$ cat src/hw/arb_consts.svh
// constants for the adc result readback port
`ifndef ARB_CONSTS_SVH
`define ARB_CONSTS_SVH

// ==========================================================
// sizes
`define ARB_NUM_CH          8
`define ARB_RES_W           16
`define ARB_CNT_W           24

// ==========================================================
// interface select codes {interface_select, byte_mode_select}
`define ARB_SEL_PARALLEL    2'h0
`define ARB_SEL_BYTE        2'h3
`define ARB_SEL_SERIAL      2'h2

// ==========================================================
// static pin positions in the synchronised pin group
`define ARB_PIN_W           8
`define ARB_PIN_IFSEL       0
`define ARB_PIN_BYTESEL     1
`define ARB_PIN_HBF         2
`define ARB_PIN_OS_LO       3
`define ARB_PIN_OS_HI       5
`define ARB_PIN_TRIG1       6
`define ARB_PIN_TRIG2       7

// ==========================================================
// control strobe positions
`define ARB_CTL_W           2
`define ARB_CTL_CS          0
`define ARB_CTL_RD          1
`define ARB_CTL_IDLE        2'h3

// ==========================================================
// reset values and timing
`define ARB_OSR_RESET       3'h0
`define ARB_CLK_PERIOD_NS   25
`define ARB_CONV_TIME_NS    2000
`define ARB_CONV_CYCLES \
  ((`ARB_CONV_TIME_NS + `ARB_CLK_PERIOD_NS - 1) / `ARB_CLK_PERIOD_NS)

`endif

$ cat src/hw/arb_pkg.sv
// types for the adc result readback port
package arb_pkg;

  // ========================================================
  // conversion timer states, gray along idle -> conv
  typedef enum logic [0:0] {
    ARB_CONV_IDLE = 1'b0,
    ARB_CONV_RUN  = 1'b1
  } arb_conv_state_type;

  // ========================================================
  // readback interface modes
  typedef enum logic [1:0] {
    ARB_MODE_PARALLEL = 2'h0,
    ARB_MODE_BYTE     = 2'h1,
    ARB_MODE_SERIAL   = 2'h3
  } arb_mode_type;

endpackage : arb_pkg

$ cat src/hw/arb_edge_if.sv
// synchronised pin levels and their edges
`timescale 1ns/100ps
interface arb_edge_if #(
  parameter int W = 1
);
  logic [W-1:0] level;
  logic [W-1:0] rise;
  logic [W-1:0] fall;

  modport src (output level, output rise, output fall);
  modport dst (input level, input rise, input fall);
endinterface : arb_edge_if

$ cat src/hw/arb_sync_edge.sv
// two-stage pin synchroniser with edge detection
`timescale 1ns/100ps
module arb_sync_edge #(
  parameter int           W    = 1,
  parameter logic [W-1:0] INIT = '0
) (
  input  wire logic   CLK,
  input  wire logic   RST,
  input  wire logic [W-1:0] PIN,
  arb_edge_if.src     EDGES
);
  logic [W-1:0] meta_reg;
  logic [W-1:0] sync_reg;
  logic [W-1:0] prev_reg;

  // ========================================================
  // synchroniser and edge history
  always_ff @(posedge CLK) begin
    if (RST) begin
      // idle level of the pins, so release gives no false edge
      meta_reg <= INIT;
      sync_reg <= INIT;
      prev_reg <= INIT;
    end else begin
      meta_reg <= PIN;
      sync_reg <= meta_reg;
      prev_reg <= sync_reg;
    end
  end

  assign EDGES.level = sync_reg;
  assign EDGES.rise  = sync_reg & ~prev_reg;
  assign EDGES.fall  = ~sync_reg & prev_reg;
endmodule : arb_sync_edge

$ cat src/hw/arb_readback.sv
// adc result readback port: parallel, byte and serial modes
// What this block does
// - parallel reads use chip select, read, bus, busy
// - first strobe fall presents channel one
// - first channel flag rises with channel one
// - later strobe falls present next channel
// - byte mode sends two bytes per channel
// - byte order input picks high byte first
// - bytes appear on low eight bus lines
// - serial uses select, clock, flags, two outputs
// - sixteen clocks per channel, ascending channels
// - primary line sends first group first
// - secondary line sends second group first
// - reads during busy return previous results
// - ratio inputs latched when busy falls
// - busy lengthens with oversampling ratio
// - select fall starts frame, rise floats outputs
// - result registers load when busy falls
// - serial transfers timed to clock rising edge
`timescale 1ns/100ps
`include "arb_consts.svh"
module arb_readback #(
  parameter int NUM_CH           = `ARB_NUM_CH,
  parameter int RES_W            = `ARB_RES_W,
  parameter int BASE_CONV_CYCLES = `ARB_CONV_CYCLES
) (
  input  wire logic                    CLK,
  input  wire logic                    RST,
  input  wire logic                    CS_N,
  input  wire logic                    RD_SCLK,
  input  wire logic                    INTERFACE_SELECT,
  input  wire logic                    BYTE_MODE_SELECT,
  input  wire logic                    HIGH_BYTE_FIRST_SELECT,
  input  wire logic [2:0]              OVERSAMPLING_RATIO_SELECT,
  input  wire logic                    SAMPLE_TRIGGER_GROUP1,
  input  wire logic                    SAMPLE_TRIGGER_GROUP2,
  input  wire logic [NUM_CH*RES_W-1:0] RESULT_DATA,
  output logic                         BUSY,
  output logic [2:0]                   OVERSAMPLING_RATIO,
  output logic                         FIRST_CHANNEL_FLAG,
  output logic [RES_W-1:0]             PARALLEL_OUT_BUS,
  output logic                         PARALLEL_OUT_BUS_OE_N,
  output logic                         SERIAL_OUT_PRIMARY,
  output logic                         SERIAL_OUT_SECONDARY,
  output logic                         SERIAL_OUT_OE_N
);
  localparam int PTR_W = $clog2(NUM_CH);
  localparam int CNT_W = `ARB_CNT_W;
  localparam int BIT_W = $clog2(RES_W);
  localparam logic [PTR_W-1:0] HALF = PTR_W'(NUM_CH / 2);
  localparam logic [BIT_W-1:0] LAST_BIT = BIT_W'(RES_W - 1);

  // ========================================================
  // pin synchronisers
  arb_edge_if #(.W(`ARB_CTL_W)) ctl ();
  arb_edge_if #(.W(`ARB_PIN_W)) pin ();

  arb_sync_edge #(.W(`ARB_CTL_W), .INIT(`ARB_CTL_IDLE)) u_ctl_sync (
    .CLK   (CLK),
    .RST   (RST),
    .PIN   ({RD_SCLK, CS_N}),
    .EDGES (ctl)
  );
  arb_sync_edge #(.W(`ARB_PIN_W)) u_pin_sync (
    .CLK   (CLK),
    .RST   (RST),
    .PIN   ({SAMPLE_TRIGGER_GROUP2, SAMPLE_TRIGGER_GROUP1,
             OVERSAMPLING_RATIO_SELECT, HIGH_BYTE_FIRST_SELECT,
             BYTE_MODE_SELECT, INTERFACE_SELECT}),
    .EDGES (pin)
  );

  logic                        cs_high;
  logic                        cs_fall;
  logic                        sclk_rise;
  logic                        strobe_low;
  logic                        strobe_fall;
  logic                        hbf;
  logic [2:0]                  os_pins;
  arb_pkg::arb_mode_type       mode;

  assign cs_high   = ctl.level[`ARB_CTL_CS];
  assign cs_fall   = ctl.fall[`ARB_CTL_CS];
  assign sclk_rise = ctl.rise[`ARB_CTL_RD];
  assign hbf       = pin.level[`ARB_PIN_HBF];
  assign os_pins   = pin.level[`ARB_PIN_OS_HI:`ARB_PIN_OS_LO];
  assign strobe_low = ~ctl.level[`ARB_CTL_CS] & ~ctl.level[`ARB_CTL_RD];

  // ========================================================
  // interface mode decode
  always_comb begin
    unique case ({pin.level[`ARB_PIN_IFSEL], pin.level[`ARB_PIN_BYTESEL]})
      `ARB_SEL_BYTE:   mode = arb_pkg::ARB_MODE_BYTE;
      `ARB_SEL_SERIAL: mode = arb_pkg::ARB_MODE_SERIAL;
      default:         mode = arb_pkg::ARB_MODE_PARALLEL;
    endcase
  end

  // ========================================================
  // conversion timer and busy
  arb_pkg::arb_conv_state_type conv_state_reg;
  logic [CNT_W-1:0]            conv_cnt_reg;
  logic [2:0]                  osr_reg;
  logic                        conv_start;
  logic                        conv_done;

  assign conv_start = (pin.rise[`ARB_PIN_TRIG1] | pin.rise[`ARB_PIN_TRIG2])
                      & (conv_state_reg == arb_pkg::ARB_CONV_IDLE);
  assign conv_done  = (conv_state_reg == arb_pkg::ARB_CONV_RUN)
                      & (conv_cnt_reg == '0);

  always_ff @(posedge CLK) begin
    if (RST) begin
      conv_state_reg <= arb_pkg::ARB_CONV_IDLE;
      conv_cnt_reg   <= '0;
    end else begin
      unique case (conv_state_reg)
        arb_pkg::ARB_CONV_IDLE: begin
          if (conv_start) begin
            conv_state_reg <= arb_pkg::ARB_CONV_RUN;
            conv_cnt_reg   <= (CNT_W'(BASE_CONV_CYCLES) << osr_reg)
                              - CNT_W'(1);
          end
        end
        arb_pkg::ARB_CONV_RUN: begin
          if (conv_done) begin
            conv_state_reg <= arb_pkg::ARB_CONV_IDLE;
          end else begin
            conv_cnt_reg <= conv_cnt_reg - CNT_W'(1);
          end
        end
      endcase
    end
  end

  // latch ratio at end of conversion for the next one
  always_ff @(posedge CLK) begin
    if (RST) begin
      osr_reg <= `ARB_OSR_RESET;
    end else if (conv_done) begin
      osr_reg <= os_pins;
    end
  end

  assign BUSY               = (conv_state_reg == arb_pkg::ARB_CONV_RUN);
  assign OVERSAMPLING_RATIO = osr_reg;

  // ========================================================
  // result registers, updated only at end of conversion
  logic [RES_W-1:0] res_reg [NUM_CH];

  always_ff @(posedge CLK) begin
    if (RST) begin
      for (int i = 0; i < NUM_CH; i++) begin
        res_reg[i] <= '0;
      end
    end else if (conv_done) begin
      for (int i = 0; i < NUM_CH; i++) begin
        res_reg[i] <= RESULT_DATA[i*RES_W +: RES_W];
      end
    end
  end

  // ========================================================
  // parallel and byte readback
  logic              strobe_prev_reg;
  logic              first_pend_reg;
  logic              first_eff;
  logic              byte_idx_reg;
  logic [PTR_W-1:0]  ptr_reg;
  logic [PTR_W-1:0]  ptr_next;
  logic [RES_W-1:0]  bus_reg;
  logic              bus_oe_n_reg;
  logic              flag_reg;
  logic [RES_W-1:0]  sel_word;

  assign strobe_fall = strobe_low & ~strobe_prev_reg;
  assign first_eff   = first_pend_reg | cs_fall;
  assign ptr_next    = first_eff ? '0 :
                       (mode == arb_pkg::ARB_MODE_BYTE && byte_idx_reg) ?
                       ptr_reg : ptr_reg + PTR_W'(1);
  assign sel_word    = res_reg[ptr_next];

  always_ff @(posedge CLK) begin
    if (RST) begin
      strobe_prev_reg <= 1'b0;
      bus_oe_n_reg    <= 1'b1;
    end else begin
      strobe_prev_reg <= strobe_low;
      bus_oe_n_reg    <= ~(strobe_low
                           & (mode != arb_pkg::ARB_MODE_SERIAL));
    end
  end

  // ========================================================
  // serial shifters, and the parallel and byte read registers
  logic [RES_W-1:0]  shift_a_reg;
  logic [RES_W-1:0]  shift_b_reg;
  logic [BIT_W-1:0]  bit_cnt_reg;
  logic [PTR_W-1:0]  sch_reg;
  logic              ser_oe_n_reg;

  always_ff @(posedge CLK) begin
    if (RST) begin
      first_pend_reg <= 1'b1;
      byte_idx_reg   <= 1'b0;
      ptr_reg        <= '0;
      bus_reg        <= '0;
      flag_reg       <= 1'b0;
      shift_a_reg    <= '0;
      shift_b_reg    <= '0;
      bit_cnt_reg    <= '0;
      sch_reg        <= '0;
      ser_oe_n_reg   <= 1'b1;
    end else begin
      ser_oe_n_reg <= ~(~cs_high & (mode == arb_pkg::ARB_MODE_SERIAL));
      if (mode == arb_pkg::ARB_MODE_SERIAL) begin
        if (cs_fall) begin
          sch_reg     <= '0;
          bit_cnt_reg <= '0;
          shift_a_reg <= res_reg[0];
          shift_b_reg <= res_reg[HALF];
          flag_reg    <= 1'b1;
        end else if (sclk_rise && !cs_high) begin
          if (bit_cnt_reg == LAST_BIT) begin
            bit_cnt_reg <= '0;
            sch_reg     <= sch_reg + PTR_W'(1);
            shift_a_reg <= res_reg[sch_reg + PTR_W'(1)];
            shift_b_reg <= res_reg[sch_reg + PTR_W'(1) + HALF];
            flag_reg    <= 1'b0;
          end else begin
            bit_cnt_reg <= bit_cnt_reg + BIT_W'(1);
            shift_a_reg <= {shift_a_reg[RES_W-2:0], 1'b0};
            shift_b_reg <= {shift_b_reg[RES_W-2:0], 1'b0};
          end
        end
      end else begin
        if (strobe_fall) begin
          // end of conversion in the same cycle still rewinds
          first_pend_reg <= conv_done;
          ptr_reg        <= ptr_next;
          if (mode == arb_pkg::ARB_MODE_BYTE) begin
            byte_idx_reg <= first_eff ? 1'b1 : ~byte_idx_reg;
            if (first_eff || !byte_idx_reg) begin
              bus_reg <= {8'h00, hbf ? sel_word[15:8] : sel_word[7:0]};
            end else begin
              bus_reg <= {8'h00, hbf ? sel_word[7:0] : sel_word[15:8]};
            end
            flag_reg <= (ptr_next == '0);
          end else begin
            bus_reg  <= sel_word;
            flag_reg <= first_eff;
          end
        end else if (cs_fall || conv_done) begin
          first_pend_reg <= 1'b1;
        end
      end
    end
  end

  assign PARALLEL_OUT_BUS      = bus_reg;
  assign PARALLEL_OUT_BUS_OE_N = bus_oe_n_reg;
  assign FIRST_CHANNEL_FLAG    = flag_reg;
  assign SERIAL_OUT_PRIMARY    = shift_a_reg[RES_W-1];
  assign SERIAL_OUT_SECONDARY  = shift_b_reg[RES_W-1];
  assign SERIAL_OUT_OE_N       = ser_oe_n_reg;
endmodule : arb_readback

$ cat config.mk
export PLATFORM = sky130hd
export DESIGN_NAME = arb_readback
export DESIGN_NICKNAME = d
export VERILOG_FILES = /design/src/hw/arb_pkg.sv /design/src/hw/arb_edge_if.sv /design/src/hw/arb_sync_edge.sv /design/src/hw/arb_readback.sv
export VERILOG_INCLUDE_DIRS = /design/src /design/src/hw
export SDC_FILE = /design/constraint.sdc
export NUM_CORES = 1
export LEC_CHECK = 0
export ABC_AREA = 1
export BUFFER_PORTS_ARGS = -buffer_cell sky130_fd_sc_hd__buf_2
export CORE_MARGIN = 2
export CORE_UTILIZATION = 59
export DETAILED_ROUTE_END_ITERATION = 12
export PLACE_DENSITY = 0.88
export SYNTH_ARGS = -nofsm -noshare
export SYNTH_HDL_FRONTEND = slang
export SYNTH_SLANG_ARGS = --single-unit
$ cat constraint.sdc
create_clock -name CLK -period 5.25 [get_ports CLK]
set_clock_uncertainty 0.15 [all_clocks]
set_input_delay 0.2625 -clock CLK [delete_from_list [all_inputs] [get_ports CLK]]
set_output_delay 0.2625 -clock CLK [all_outputs]
set_load 0.05 [all_outputs]
==> impl_metrics.prom <==
# TYPE chip_impl_metric gauge
chip_impl_info{name="run_status",value="completed"} 1
chip_impl_metric{name="power.share.switching",unit="%"} 25.3
chip_impl_metric{name="coreArea",unit="sq um"} 21600
chip_impl_metric{name="route.detailed.drc",unit=""} 0
chip_impl_metric{name="number_of_filler_cells_placed_in_the_layout",unit=""} 1525
chip_impl_metric{name="max-cap-violations",unit=""} 0
chip_impl_metric{name="total_wirelength",unit="um"} 43400
chip_impl_metric{name="maximum_number_of_pins_on_one_net_before_global_route_repair",unit=""} 98
chip_impl_metric{name="drt-initial-drc-count",unit=""} 2053
chip_impl_info{name="yosys-top-cells-area",value="sky130_fd_sc_hd__edfxtp_1 (30%), sky130_fd_sc_hd__dfxtp_1 (18%), sky130_fd_sc_hd__nand3_1 (9.5%), sky130_fd_sc_hd__nand2_1 (9.3%), sky130_fd_sc_hd__inv_1 (7.5%)"} 1
chip_impl_metric{name="timing_max_transition_violations_final",unit=""} 0
chip_impl_info{name="clock_tree_from_tritoncts",value="yes"} 1
chip_impl_metric{name="drt_pre_antenna_iters",unit=""} 8
chip_impl_metric{name="clkTransAtPathRegs",unit="ns"} 0.06
chip_impl_info{name="yosysTopAreaCell",value="sky130_fd_sc_hd__edfxtp_1"} 1
chip_impl_metric{name="switching_power",unit="W"} 0.00117
chip_impl_metric{name="layout.cells.non_filler",unit=""} 2259
chip_impl_metric{name="clock_tree.htree_level_count",unit=""} 1
chip_impl_metric{name="first_global_vias",unit=""} 12682
chip_impl_metric{name="postRouteAntennaNets",unit=""} 0
chip_impl_metric{name="port-buffer-count",unit=""} 164
chip_impl_metric{name="netlist.area_leader.share",unit="%"} 29.8
chip_impl_metric{name="synthesis.nets",unit=""} 1867
chip_impl_info{name="crit_slowest_cell",value="sky130_fd_sc_hd__dfxtp_1"} 1
chip_impl_metric{name="grt_overflow",unit=""} 0
chip_impl_metric{name="postSynthCellCount",unit=""} 1722
chip_impl_metric{name="pwr_density_cell",unit="nW/um^2"} 289
chip_impl_metric{name="num-nets-final",unit=""} 2105
chip_impl_info{name="crit_path_end_kind",value="flip-flop"} 1
chip_impl_metric{name="grt_first_pass_wirelength",unit="um"} 65800
chip_impl_info{name="worstSetupPathType",value="flip-flop to flip-flop"} 1
chip_impl_metric{name="largest_register_ff_count",unit=""} 128
chip_impl_info{name="rsz0062_at_grt",value="false"} 1
chip_impl_metric{name="clk_latency",unit="ns"} 0.54
chip_impl_metric{name="dp_cells",unit=""} 2074
chip_impl_info{name="synthMostInstantiatedCell",value="sky130_fd_sc_hd__nand2_1"} 1
chip_impl_metric{name="ys_warn_count",unit=""} 0
chip_impl_metric{name="syn_to_final_growth",unit="%"} 23.9
chip_impl_metric{name="worst_path_largest_cell_delay",unit="ns"} 0.80
chip_impl_info{name="post_synth_most_frequent_cells",value="sky130_fd_sc_hd__nand2_1 (319), sky130_fd_sc_hd__inv_1 (256), sky130_fd_sc_hd__nand3_1 (244)"} 1
chip_impl_metric{name="max-vdd-ir-drop",unit="uV"} 231
chip_impl_metric{name="fp.dieArea",unit="sq um"} 23000
chip_impl_metric{name="number_of_vias_in_the_routed_layout",unit=""} 13322
chip_impl_info{name="classification_of_the_worst_slack_hold_path",value="primary input to flip-flop"} 1
chip_impl_metric{name="place.gp.congestion",unit=""} 1.07
chip_impl_metric{name="die_width",unit="um"} 152
chip_impl_metric{name="synth-seq-area-share",unit="%"} 47.9
chip_impl_metric{name="worstMarginPinSlew",unit="ns"} 1.16
chip_impl_metric{name="io_pins",unit=""} 165
chip_impl_metric{name="cell_int_power",unit="W"} 0.00344
chip_impl_metric{name="seq_power_share",unit="%"} 47.1
chip_impl_metric{name="layout-drive-gt1-share",unit="%"} 12.9
chip_impl_metric{name="finalSetupTns",unit="ns"} 0
chip_impl_metric{name="path_max_fanout",unit=""} 72
chip_impl_metric{name="synth_seq_cells",unit=""} 244
chip_impl_metric{name="tritoncts.num_buffers",unit=""} 26
chip_impl_metric{name="fp.dieH",unit="um"} 152
chip_impl_info{name="ys_dominant_reg_cell",value="sky130_fd_sc_hd__edfxtp_1"} 1
chip_impl_metric{name="comb_power_share",unit="%"} 11.4
chip_impl_metric{name="timing.final.crit_share",unit="%"} 64.2
chip_impl_metric{name="cts_sinks",unit=""} 244
chip_impl_metric{name="yosysUniqueCellTypes",unit=""} 43
chip_impl_metric{name="syn_area_per_cell",unit="sq um"} 7.48
chip_impl_metric{name="finalHoldViolCount",unit=""} 0
chip_impl_metric{name="design_power_total",unit="W"} 0.00461
chip_impl_metric{name="crit_path_arrival_time",unit="ns"} 3.43
chip_impl_metric{name="vias_per_cell",unit=""} 5.90
chip_impl_metric{name="starting_density_of_the_core",unit="%"} 59.6
chip_impl_metric{name="clk_pwr_share",unit="%"} 41.5
chip_impl_metric{name="finalSetupViolations",unit=""} 0
chip_impl_metric{name="finalCriticalPeriod",unit="ns"} 3.37
chip_impl_metric{name="gr-usage-all-layers",unit="%"} 37.0
chip_impl_metric{name="syn-cell-area",unit="sq um"} 12900
chip_impl_metric{name="max_freq",unit="MHz"} 297
chip_impl_metric{name="synth-edff-count",unit=""} 128
chip_impl_metric{name="antenna-diode-count",unit=""} 0
chip_impl_metric{name="synth-async-reset-ratio",unit="%"} 0
chip_impl_info{name="cts_root_buffer",value="sky130_fd_sc_hd__clkbuf_16"} 1
chip_impl_metric{name="cts_buffer_depth",unit=""} 3
chip_impl_metric{name="worstPathBufferInverterCount",unit=""} 2
chip_impl_metric{name="slew_limit_headroom",unit="%"} 22.6
chip_impl_info{name="kind_of_launch_point_of_the_worst_setup_path",value="flip-flop"} 1
chip_impl_metric{name="routed_wire_length_per_instance",unit="um"} 19.2
chip_impl_info{name="crit_path_cell_trace",value="inv_1, nor4_2, nand3_2, nand2_4, buf_12"} 1
chip_impl_metric{name="total_leakage_power",unit="nW"} 7.26
chip_impl_metric{name="data_required_time_of_the_worst_path",unit="ns"} 5.30
chip_impl_metric{name="place.detailed.hpwl",unit="um"} 25300
chip_impl_metric{name="grt_antenna_before_repair",unit=""} 1
chip_impl_info{name="critical_path.top_delay_family",value="simple AND/OR/NAND/NOR gates"} 1
chip_impl_metric{name="rows",unit=""} 54
-- cells in the final DEF (no fill, tap or decap), types with 2 or more instances in the layout --
cell type	n
sky130_fd_sc_hd__a21oi_1	130
sky130_fd_sc_hd__a21oi_2	2
sky130_fd_sc_hd__a31oi_1	35
sky130_fd_sc_hd__a32o_1	16
sky130_fd_sc_hd__buf_2	164
sky130_fd_sc_hd__buf_4	11
sky130_fd_sc_hd__clkbuf_1	4
sky130_fd_sc_hd__clkbuf_16	29
sky130_fd_sc_hd__clkbuf_8	9
sky130_fd_sc_hd__clkinv_1	3
sky130_fd_sc_hd__clkinv_2	2
sky130_fd_sc_hd__dfxtp_1	115
sky130_fd_sc_hd__dlygate4sd3_1	138
sky130_fd_sc_hd__edfxtp_1	128
sky130_fd_sc_hd__ha_1	5
sky130_fd_sc_hd__inv_1	255
sky130_fd_sc_hd__inv_2	6
sky130_fd_sc_hd__nand2_1	318
sky130_fd_sc_hd__nand2_2	2
sky130_fd_sc_hd__nand3_1	244
sky130_fd_sc_hd__nand3_2	3
sky130_fd_sc_hd__nand4_1	4
sky130_fd_sc_hd__nor2_1	202
sky130_fd_sc_hd__nor2_2	2
sky130_fd_sc_hd__nor2_4	2
sky130_fd_sc_hd__nor3_1	6
sky130_fd_sc_hd__nor4_2	2
sky130_fd_sc_hd__o21ai_0	93
sky130_fd_sc_hd__o21ai_1	6
sky130_fd_sc_hd__o22ai_1	2
sky130_fd_sc_hd__o31ai_1	3
sky130_fd_sc_hd__or2_2	11
sky130_fd_sc_hd__xnor2_1	6
sky130_fd_sc_hd__xor2_1	3
-- cells by family (layout without fill, tap and decap cells) --
group	Yosys count	after routing	share of synthesized area, %
and+or+nand+nor	802	802	26.8
buffers and inverters	370	627	11.7
AOI/OAI and AO/OA	291	291	12.6
DFF	244	244	47.9
xor gates and xnor gates	10	10	0.680
adders and majority gates	5	5	0.486
-- layer usage --
metal	share of wire (%)	vias to the layer above	GRT usage [%]
met5	0.030	-	0
met4	5.8	2	18.2
met3	13	214	10.6
met2	46	1025	59.4
met1	35	5988	45.8
li1	-	6093	-
-- repair_timing --
item                                    4_1_cts  5_1_grt
endpoints found under the setup margin        0        0
resized for setup                             0        0
hold buffers                                138        0
hold endpoints to repair                    138        0
buffers inserted                              0        0
-- power groups by stage --
stage / sequential [W] / clock [W] / combinational [W]
after CTS: 0.00216 / 0.00189 / 0.000501
after floorplan: 0.00218 / 0 / 0.000286
after global routing: 0.00218 / 0.00198 / 0.000576
after global placement: 0.00220 / 0 / 0.000413
after detailed placement: 0.00220 / 0 / 0.000419
final: 0.00217 / 0.00191 / 0.000526
-- area by class of cell --
cell class | instances | area [sq um] | share of cell area, %
Tap cell | 280 | 350 | 2.20
Clock buffer | 44 | 877 | 5.50
Multi-Input combinational cell | 1108 | 5230 | 32.8
Timing Repair Buffer | 314 | 2300 | 14.4
Clock inverter | 3 | 21.3 | 0.133
Inverter | 266 | 1000 | 6.28
Sequential cell | 244 | 6170 | 38.7
-- path summary, 6_finish.rpt --
path	startpoint	end	slack [ns]	cells past startpoint
hold / removal	RST	u_ctl_sync.prev_reg[0]	0.21	4
setup reg to reg	BUSY	res_reg[6][4]	1.88	5
hold reg to reg	u_pin_sync.meta_reg[3]	u_pin_sync.EDGES.level[3]	0.28	2
setup / recovery	BUSY	res_reg[6][4]	1.88	5
-- tightest hold or removal path: stages --
cell and delay, ns:
sky130_fd_sc_hd__buf_2 0.09, sky130_fd_sc_hd__inv_1 0.04, sky130_fd_sc_hd__buf_4 0.29, sky130_fd_sc_hd__nand2_1 0.17
-- through the flow --
step	instance area [sq um]	setup WS [ns]	utilization, %	hold slack (ns)
2_1_floorplan	12900	0.655	-	0.216
3_3_place_gp	13700	2.07	63.2	0.245
3_5_place_dp	13700	1.94	63.2	0.262
4_1_cts	16000	1.93	73.8	0.205
5_1_grt	16000	1.63	73.8	0.248
6_report	16000	1.88	73.8	0.211
Note: power is estimated with default switching activity, not from simulation.
